**src/hdl/rbf_pkg.sv**
```systemverilog
package rbf_pkg;

  // ==========================================================
  // Channel counts
  // ==========================================================
  localparam int NUM_CH    = 25;   // Channels in the 1:1 layout
  localparam int NARROW_CH = 14;   // Channels in either 1:2 layout

  // Channel index of the primary chip select (input 7)
  localparam int CH_SELECT = 6;

  // ==========================================================
  // Layout masks, bit n is channel n+1
  // ==========================================================
  localparam logic [24:0] USED_WIDE     = 25'h1FFFFFF; // 1:1 channels in use
  localparam logic [24:0] USED_NARROW   = 25'h0003FFF; // 1:2 channels in use
  localparam logic [24:0] GATED_1TO1    = 25'h1FFFFB6; // All but 1, 4, 7
  localparam logic [24:0] GATED_REG_A   = 25'h0003FB6; // 2,3,5,6,8-14
  localparam logic [24:0] GATED_REG_B   = 25'h0001BBF; // All but 7, 11, 14

  // ==========================================================
  // Reset levels
  // ==========================================================
  localparam logic [24:0] OUT_RESET     = 25'h0000000; // Outputs cleared
  localparam logic        CLK_TRUE_RST  = 1'b0;        // True clock idle level
  localparam logic        CLK_COMP_RST  = 1'b1;        // Complement idle level

  // ==========================================================
  // Types
  // ==========================================================
  // Configuration select pair
  typedef struct packed {
    logic layout_width_select;  // Low 25-bit 1:1, high 14-bit 1:2
    logic layout_bank_select;   // Low register A, high register B
  } rbf_cfg_t;

  // Differential clock pair as sampled pins
  typedef struct packed {
    logic clk_true;             // True clock
    logic clk_comp;             // Complementary clock
  } rbf_clk_pair_t;

  // Decoded layout
  typedef enum logic [2:0] {
    RBF_LAYOUT_1TO1  = 3'b001,
    RBF_LAYOUT_REG_A = 3'b010,
    RBF_LAYOUT_REG_B = 3'b100
  } rbf_layout_t;

endpackage

```
**src/hdl/rbf_chan.sv**
```systemverilog
`timescale 1ns/1ps

// ==========================================================
// One buffer channel: A copy and B copy flops
// ==========================================================
module rbf_chan
  import rbf_pkg::*;
(
  input  wire logic i_core_clk,  // Core clock
  input  wire logic i_rst_n,     // Synchronous reset, active low
  input  wire logic i_load,      // Capture this cycle
  input  wire logic i_d,         // Data input of the channel
  input  wire logic i_used_a,    // A copy exists in this layout
  input  wire logic i_used_b,    // B copy exists in this layout
  output logic      o_q_a,       // A copy output
  output logic      o_q_b        // B copy output
);

  // A copy register, holds between loads
  always_ff @(posedge i_core_clk) begin
    if (!i_rst_n) begin
      o_q_a <= OUT_RESET[0];
    end else if (!i_used_a) begin
      o_q_a <= OUT_RESET[0];      // Unused terminal driven low
    end else if (i_load) begin
      o_q_a <= i_d;
    end
  end

  // B copy register, loaded with A so both carry one value while both are used
  always_ff @(posedge i_core_clk) begin
    if (!i_rst_n) begin
      o_q_b <= OUT_RESET[0];
    end else if (!i_used_b) begin
      o_q_b <= OUT_RESET[0];
    end else if (i_load) begin
      o_q_b <= i_d;
    end
  end

endmodule

```
**src/hdl/rbf_top.sv**
```systemverilog
`timescale 1ns/1ps

// Operation
// - Register B: 14 inputs, A and B copies
// - Register B gates all but channels 7, 11, 14
// - 1:1 gates all but channels 1, 4, 7
// - Register A gates 2,3,5,6,8-14 only
// - Capture data at true-rise, complement-fall crossing
// - Both selects high freezes gated outputs
// - Either select low: gated output follows input
// - Select, termination, clock-enable channels always capture
// - Termination and clock-enable never frozen
// - Reset clears channel registers, forces outputs low
// - Unused terminals: inputs ignored, outputs low
// - Two selects choose among three layouts
// - Width select 1:1/1:2, bank select A/B

module rbf_top
  import rbf_pkg::*;
#(
  parameter int N_CH = NUM_CH,     // Channels in the 1:1 layout
  parameter int N_NR = NARROW_CH   // Channels in a 1:2 layout
) (
  input  wire logic          i_core_clk,            // Core clock, 40 MHz
  input  wire logic          i_rst_n,               // Synchronous reset, active low
  input  wire rbf_cfg_t      i_cfg,                 // Layout selects, held fixed
  input  wire rbf_clk_pair_t i_clk_pair,            // Sampled differential clock
  input  wire logic [N_CH-1:0] i_data,              // Data inputs, channel n at bit n-1
  input  wire logic          i_secondary_select_in, // Second chip select, active low
  output logic [N_CH-1:0]    o_q_a,                 // A outputs (sole outputs in 1:1)
  output logic [N_NR-1:0]    o_q_b                  // B copies in 1:2 layouts
);

  // ==========================================================
  // Clock pair sampling and crossing detect
  // ==========================================================
  // Sampled levels from the previous core edge
  logic clk_true_q;   // Last true clock level
  logic clk_comp_q;   // Last complement level

  // Previous clock levels, idle pattern under reset
  always_ff @(posedge i_core_clk) begin
    if (!i_rst_n) begin
      clk_true_q <= CLK_TRUE_RST;
      clk_comp_q <= CLK_COMP_RST;
    end else begin
      clk_true_q <= i_clk_pair.clk_true;
      clk_comp_q <= i_clk_pair.clk_comp;
    end
  end

  // Both pins must toggle between samples; a pair
  // that only half switches is not a crossing
  // True rising while complement falling
  wire crossing = i_clk_pair.clk_true & ~clk_true_q
                & ~i_clk_pair.clk_comp & clk_comp_q;

  // ==========================================================
  // Layout decode
  // ==========================================================
  // Width low: 25-bit 1:1, no B copies
  // Width high, bank low: register A
  // Width high, bank high: register B
  wire rbf_layout_t layout =
    !i_cfg.layout_width_select ? RBF_LAYOUT_1TO1 :
    (i_cfg.layout_bank_select ? RBF_LAYOUT_REG_B : RBF_LAYOUT_REG_A);

  // Channels present on A outputs
  wire [N_CH-1:0] used_a =
    (layout == RBF_LAYOUT_1TO1) ? USED_WIDE : USED_NARROW;

  // Channels present on B outputs, none in 1:1
  wire [N_CH-1:0] used_b =
    (layout == RBF_LAYOUT_1TO1) ? OUT_RESET : USED_NARROW;

  // Channels frozen by chip-select gating
  wire [N_CH-1:0] gated =
    (layout == RBF_LAYOUT_1TO1)  ? GATED_1TO1  :
    (layout == RBF_LAYOUT_REG_A) ? GATED_REG_A : GATED_REG_B;

  // ==========================================================
  // Chip-select gating
  // ==========================================================
  // Chip selects are active low; both high means idle
  wire primary_select_in = i_data[CH_SELECT];           // Channel 7 is chip select
  wire freeze = primary_select_in & i_secondary_select_in;

  // Gated bits may load only while a select is low
  wire [N_CH-1:0] unfrozen = ~gated | {N_CH{~freeze}};

  // Gated bits load only when unfrozen, others every crossing
  wire [N_CH-1:0] load = {N_CH{crossing}} & unfrozen;

  // ==========================================================
  // Channel registers
  // ==========================================================
  // One channel per bit; B flops beyond the narrow
  // count stay cleared and are left unread.
  // Unused bits clear every edge, so a layout change
  // under reset leaves no stale value behind
  genvar g;
  generate
    for (g = 0; g < N_CH; g++) begin : g_ch
      logic q_b;   // B copy, used only below narrow count
      rbf_chan u_chan (
        .i_core_clk (i_core_clk),
        .i_rst_n    (i_rst_n),
        .i_load     (load[g]),
        .i_d        (i_data[g]),
        .i_used_a   (used_a[g]),
        .i_used_b   (used_b[g]),
        .o_q_a      (o_q_a[g]),
        .o_q_b      (q_b)
      );
      if (g < N_NR) begin : g_b
        assign o_q_b[g] = q_b;  // B copy straight from its flop
      end
    end
  endgenerate

  // ==========================================================
  // Checks
  // ==========================================================
  // Layout moves only under reset, so most checks ask
  // for stable selects across the attempt

  // Unfrozen crossing loads every used channel
  property p_capture;
    @(posedge i_core_clk) disable iff (!i_rst_n)
    crossing && !freeze && $stable(i_cfg) |=> o_q_a == $past(i_data & used_a);
  endproperty
  a_capture: assert property (p_capture)
    else $error("Crossing did not capture data");

  // Frozen crossing keeps gated A outputs
  property p_freeze;
    @(posedge i_core_clk) disable iff (!i_rst_n)
    crossing && freeze && $stable(i_cfg) |=> (o_q_a & gated) == $past(o_q_a & gated);
  endproperty
  a_freeze: assert property (p_freeze)
    else $error("Gated output changed while frozen");

  // Ungated channels load on every crossing
  property p_ungated;
    @(posedge i_core_clk) disable iff (!i_rst_n)
    crossing && $stable(i_cfg)
      |=> (o_q_a & ~gated & used_a) == $past(i_data & ~gated & used_a);
  endproperty
  a_ungated: assert property (p_ungated)
    else $error("Ungated channel missed a crossing");

  // Idle pair leaves every output alone
  property p_hold;
    @(posedge i_core_clk) disable iff (!i_rst_n)
    !crossing && $stable(i_cfg) ##1 i_rst_n |-> $stable(o_q_a) && $stable(o_q_b);
  endproperty
  a_hold: assert property (p_hold)
    else $error("Output moved without a crossing");

  // Reset clears both output banks
  property p_reset;
    @(posedge i_core_clk)
    !i_rst_n |=> o_q_a == OUT_RESET && o_q_b == OUT_RESET[N_NR-1:0];
  endproperty
  a_reset: assert property (p_reset)
    else $error("Outputs not low after reset");

  // A and B copies agree in 1:2
  property p_copy;
    @(posedge i_core_clk) disable iff (!i_rst_n)
    i_cfg.layout_width_select |-> o_q_b == o_q_a[N_NR-1:0];
  endproperty
  a_copy: assert property (p_copy)
    else $error("A and B copies differ");

  // Unused A outputs stay low
  property p_unused_a;
    @(posedge i_core_clk) disable iff (!i_rst_n)
    $stable(i_cfg) |=> (o_q_a & ~used_a) == OUT_RESET;
  endproperty
  a_unused_a: assert property (p_unused_a)
    else $error("Unused output not low");

  // No B outputs in 1:1
  property p_narrow_b;
    @(posedge i_core_clk) disable iff (!i_rst_n)
    !i_cfg.layout_width_select && $stable(i_cfg) |=> o_q_b == OUT_RESET[N_NR-1:0];
  endproperty
  a_narrow_b: assert property (p_narrow_b)
    else $error("B outputs active in 1:1 layout");

  // Frozen crossing keeps gated B copies
  property p_freeze_b;
    @(posedge i_core_clk) disable iff (!i_rst_n)
    crossing && freeze && $stable(i_cfg)
      |=> (o_q_b & gated[N_NR-1:0]) == $past(o_q_b & gated[N_NR-1:0]);
  endproperty
  a_freeze_b: assert property (p_freeze_b)
    else $error("Gated B copy changed while frozen");

  // Unfrozen crossing in 1:2 loads every B copy
  property p_capture_b;
    @(posedge i_core_clk) disable iff (!i_rst_n)
    crossing && !freeze && i_cfg.layout_width_select && $stable(i_cfg)
      |=> o_q_b == $past(i_data[N_NR-1:0]);
  endproperty
  a_capture_b: assert property (p_capture_b)
    else $error("B copy missed an unfrozen crossing");

  // Primary select output follows its input on any crossing
  property p_select_out;
    @(posedge i_core_clk) disable iff (!i_rst_n)
    crossing && $stable(i_cfg) |=> o_q_a[CH_SELECT] == $past(i_data[CH_SELECT]);
  endproperty
  a_select_out: assert property (p_select_out)
    else $error("Primary select output missed a crossing");

  // Upper A outputs stay low in 1:2
  property p_wide_unused;
    @(posedge i_core_clk) disable iff (!i_rst_n)
    i_cfg.layout_width_select && $stable(i_cfg)
      |=> o_q_a[N_CH-1:N_NR] == OUT_RESET[N_CH-1:N_NR];
  endproperty
  a_wide_unused: assert property (p_wide_unused)
    else $error("Upper A output active in 1:2 layout");

  // Register B clock enable passes a frozen crossing
  property p_cke_b;
    @(posedge i_core_clk) disable iff (!i_rst_n)
    crossing && freeze && layout == RBF_LAYOUT_REG_B && $stable(i_cfg)
      |=> o_q_a[N_NR-1] == $past(i_data[N_NR-1]) && o_q_b[N_NR-1] == $past(i_data[N_NR-1]);
  endproperty
  a_cke_b: assert property (p_cke_b)
    else $error("Register B clock enable frozen");

endmodule

```
**config.mk**
```make
export PLATFORM = sky130hd
export DESIGN_NAME = rbf_top
export DESIGN_NICKNAME = d
export VERILOG_FILES = /design/src/hdl/rbf_pkg.sv /design/src/hdl/rbf_chan.sv /design/src/hdl/rbf_top.sv
export SDC_FILE = /design/constraint.sdc
export NUM_CORES = 1
export LEC_CHECK = 0
export BUFFER_PORTS_ARGS = -buffer_cell sky130_fd_sc_hd__buf_2
export CAP_MARGIN = 20
export CELL_PAD_IN_SITES_DETAIL_PLACEMENT = 0
export CELL_PAD_IN_SITES_GLOBAL_PLACEMENT = 1
export CORE_MARGIN = 1
export CORE_UTILIZATION = 39
export DETAILED_ROUTE_END_ITERATION = 8
export PLACE_DENSITY = 0.95
export RECOVER_POWER = 50
export SYNTH_ARGS = -nofsm -noshare
export SYNTH_HDL_FRONTEND = slang
export SYNTH_SLANG_ARGS = --single-unit
```
**constraint.sdc**
```tcl
create_clock -name i_core_clk -period 2.1 [get_ports i_core_clk]
set_input_delay 0.21 -clock i_core_clk [delete_from_list [all_inputs] [get_ports i_core_clk]]
set_output_delay 0.21 -clock i_core_clk [all_outputs]
set_load 0.02 [all_outputs]
```
Word level (Yosys, flattened, before mapping)
Index checks and enable logic that the tools add are counted.
W data, S select, Z words.

word-level totals
  output and inout bits = 39
  input bits = 32
  logic and storage cells = 98
  register bits after elaboration = 41

operators by class
  multiplexer cells = 6
  reduce and logical (&&, ||, !) cells = 39
  bitwise gates (word level) = 10
  eq/ne operators = 2

operators by type and width
  kind                  count
  $reduce_and A2 Y1     39
  $mux W25              2
  $mux W14              2
  $and A25 B25 Y25      1
  $not A25 Y25          1
  $or A25 B25 Y25       1
  $mux W3               2
  $and A1 B1 Y1         4
  $eq A3 B1 Y1 const B  1
  $eq A3 B2 Y1 const B  1
  $not A1 Y1            3

Longest topological paths before layout
  depth after elaboration = 8
  mapped depth = 5
  depth with buffers taken out = 3

Modules after synthesis
From an unflattened synthesis, not the netlist that was laid out.

second synthesis, totals
  cells, all modules = 254
  area, all modules = 2,087.0 µm²

by module, submodules not included
  module    cells each  area each (µm²)  sequential area each (µm²)  instances
  rbf_chan  9           73.8             40.0                        25
  rbf_top   29          241.5            40.0                        1

Worst setup path before layout
No wires, ideal clock.

  path type = reg2reg
  start = reg clk_true_q
  end = reg g_ch[0].u_chan.o_q_b
  library setup time = 132 ps
  cell stages (with the launch flop) = 6
  clock period less this slack = 1,105 ps
  data arrival time = 973 ps
  path slack = 995 ps
  data required time = 1,968 ps
  path buffers = 2
  path through = dfxtp_1 nand4bb_1 buf_4 buf_6 o21ai_0 a21oi_1

on the way
  word-level cells in the longest chain between the ends = 5

RTL lines
  element                     line            RTL
  start: declaration          rbf_top.sv:38   logic clk_true_q;
  start signal: assignment    rbf_top.sv:47   clk_true_q <= i_clk_pair.clk_true;
  $not A1 Y1                  rbf_top.sv:55   wire crossing = i_clk_pair.clk_true & ~clk_true_q
  $and A1 B1 Y1               rbf_top.sv:55
  $and A1 B1 Y1 (2 in a row)  rbf_top.sv:56   & ~i_clk_pair.clk_comp & clk_comp_q;
  $and A25 B25 Y25            rbf_top.sv:92   wire [N_CH-1:0] load = {N_CH{crossing}} & unfrozen;
  end signal: assignment      rbf_chan.sv:33  o_q_b <= OUT_RESET[0];
  end signal: assignment      rbf_chan.sv:35  o_q_b <= OUT_RESET[0];
  end signal: assignment      rbf_chan.sv:37  o_q_b <= i_d;
  end: declaration            rbf_chan.sv:16  output logic o_q_b

Every way passes these cells.
A chain may end at the register's enable or synchronous reset.

Worst setup path after layout
Ends and elaborated chain as after synthesis.

==> impl_results.md <==
- Vertical die dimension: 73.0 um
- Drc violations: 0
- CTS tree: yes
- Hold Crit Start: i_clk_pair[0]
- Overflow left after global routing: 0
- Syn_nets: 246
- Max Transition Viols Final: 0
- Setup slack, reg-to-reg: 470 ps
- Terminus of the critical flop-to-flop path: g_ch[0].u_chan.o_q_b
- CTS H-tree lvls: 2
- Kind of end point of the critical path: flip-flop
- Root Driver: sky130_fd_sc_hd__clkbuf_8
- Cell type with the largest total area after synthesis: sky130_fd_sc_hd__dfxtp_1
- Number of cells produced by synthesis: 214
- Relative slew margins: 58.8%
- Clock buffer depth: 2
- DIE WIDTH: 73.0 um
- Via count: 1513
- Area of the core: 0.00479 mm2
- RSZ-0062 raised after global routing: false
- Count of buffers inserted at the top-level ports: 70
- CP startpoint: clk_true_q
- Starting density of the core: 41.0%
- Area delta synth->final: 4.59%
- Transition at the pin with the smallest max-transition slack: 617 ps
- Run status: complete, no violations
- Routed via count divided by cell count: 4.91
- Total power divided by cell area: 707 mW/mm2
- Highest clock rate: 614 MHz
- I/O pin count: 71
- Number of flops mapped to enable cells by yosys: 0
- Post-route worst hold slack: 126 ps
- Cts bufs inserted: 5
- Final setup violating endpoints: 0
- Maximum number of pins on one net before global-route repair: 26
- Per-cell routed wire length: 13.6 um
- List of most frequent post-synthesis cells: 41 x sky130_fd_sc_hd__buf_4, 41 x sky130_fd_sc_hd__dfxtp_1, 26 x sky130_fd_sc_hd__nand3_1
- Static leakage power: 0.711 nW
- Reg2reg path depth: 4
- Launch point of the worst reg-to-reg path: clk_true_q
- Sum of routed wire length over all layers: 4.20 mm
- Post-synthesis instance area: 0.00196 mm2
- Max-cap violation count: 0
- Data required, critical path: 2250 ps
- Violation count after the first detailed-route iteration: 83
- Type of the most critical hold path: in -> reg
- Clock latency of the later-clocked register in the worst-skew pair: 280 ps
- Share of flip-flops with an asynchronous set or reset: 0%
- Count of cell types in the netlist: 24
- CP startpoint kind: flip-flop
- Most common flop cell mapped by yosys: sky130_fd_sc_hd__dfxtp_1
- Post-CTS repair timing setup buffer count: 0
- Critical-path maximum fanout: 25
- Flops & latches, synth: 41
- Sequential cell area fraction in the yosys report: 41.8%
- Final period util: 77.6%
- Routability cong.: 0.699
- Capture point of the critical path: g_ch[0].u_chan.o_q_b
- Ant diodes: 0
- Number of global-route vias before repair: 1436
- Number of antenna violations at the first check in global routing: 0
- Share of cells above drive strength 1: 21.6%
- Crit Path Class: reg -> reg
- # nets final: 272
- Hold-fix buffers at CTS: 0
- Max IR drop VDD: 0.000313 V
- Setup TNS: 0 ps
- Portion of synthesized cell area occupied by the leading cell type: 41.8%
- Number of hold-slack violations in the final timing report: 0
- Area of the die: 0.00532 mm2
- Std-Cell Rows: 25
- Setup clock skew after layout: 4.59 ps
- Final antenna-violating net count: 0
- Clock slew seen by the registers of the worst setup and hold paths: 70 ps
- Post-synthesis area per instance: 9.17 um2
- Yosys warning count: 0
- First-pass iteration count of the detailed router: 4
- Ranking of synthesized cells by area: sky130_fd_sc_hd__dfxtp_1 42%, sky130_fd_sc_hd__buf_4 16%, sky130_fd_sc_hd__a21boi_1 8.0%
- Worst path arrival time: 1780 ps
- Min Tclk post-route: 1630 ps
- Number of instances on the worst hold path: 2
- Number of instances resized during post-cts repair: 0
- All-Layer GR Usage: 16.3%
- Wire length of the first global-routing pass: 6.56 mm
- Fillers: 535
- Sinks on the clock net: 41
- Post-DP HPWL: 3.01 mm
## per-layer routing
metal / share of wire (%) / wire (um) / track usage, % / vias to the layer above
met5: 0 / 0 / 0 / -
met2: 48 / 2010 / 26.6 / 39
li1: - / - / - / 760
met3: 4.9 / 208 / 4.70 / 5
met4: 1.3 / 55 / 6.32 / 0
met1: 46 / 1930 / 20.3 / 709
## worst min-delay path by stage
stage | endpoint | slack, ps
final | clk_comp_q | 130
after detailed placement | clk_comp_q | 430
after floorplan | clk_comp_q | 280
after global placement | clk_comp_q | 420
after global routing | clk_comp_q | 130
after CTS | clk_comp_q | 120
## registers in the layout (all words and copies together) (netlist names)
register / flops
clk_true_q: 1
g_ch.u_chan.o_q_b: 14
g_ch.u_chan.o_q_a: 25
clk_comp_q: 1
## critical path, stage by stage (launching register included)
cell	delay [ps]
sky130_fd_sc_hd__dfxtp_1	310
sky130_fd_sc_hd__nand4bb_2	510
sky130_fd_sc_hd__buf_4	380
sky130_fd_sc_hd__o21ai_0	190
sky130_fd_sc_hd__a21oi_1	90
## through the flow
step / total power [mW] / cells / instance area [um2] / setup WS [ps] / utilization (%)
finish: 1.45 / 308 / 2050 / 470 / 42.9
global route: 1.52 / 308 / 2050 / 345 / 42.9
CTS: 1.47 / 308 / 2100 / 449 / 43.9
detailed placement: 0.990 / 300 / 2020 / 465 / 42.2
global placement: 0.986 / 300 / 2020 / 513 / 42.2
floorplan: 0.953 / 214 / 1960 / 995 / -
## cells by family (layout without fill, tap and decap cells)
logic type	count (synthesis)	count (layout)	share of synthesized area, %
AOI/OAI and AO/OA	69	69	23.0
muxes	4	4	2.04
DFF	41	41	41.8
buffers and inverters	54	81	20.5
and+or+nand+nor	46	46	12.6
## layout by cell type (no fill, tap or decap), types with 2 or more instances in the layout
cell and n:
sky130_fd_sc_hd__clkbuf_1 42, sky130_fd_sc_hd__dfxtp_1 41, sky130_fd_sc_hd__buf_2 31, sky130_fd_sc_hd__nand3_1 26
sky130_fd_sc_hd__o21ai_0 23, sky130_fd_sc_hd__a21boi_1 21, sky130_fd_sc_hd__a21oi_1 12, sky130_fd_sc_hd__nand2_1 10
sky130_fd_sc_hd__o21ai_2 10, sky130_fd_sc_hd__clkbuf_8 5, sky130_fd_sc_hd__mux2i_1 4, sky130_fd_sc_hd__buf_4 3
sky130_fd_sc_hd__a21boi_0 2
## report_power, final
part / internal (mW) / switching, mW
Combinational: 0.0578 / 0.102
Clock: 0.236 / 0.249
Sequential: 0.796 / 0.00941
## cell type report
cell class / count / area (um2) / area share (%)
clock buffer: 8 / 80.1 / 3.90
multi-input combinational: 119 / 744 / 36.3
sequential: 41 / 821 / 40.0
tap: 67 / 83.8 / 4.08
timing repair buffer: 73 / 324 / 15.8
Note: power is estimated with default switching activity, not from simulation.
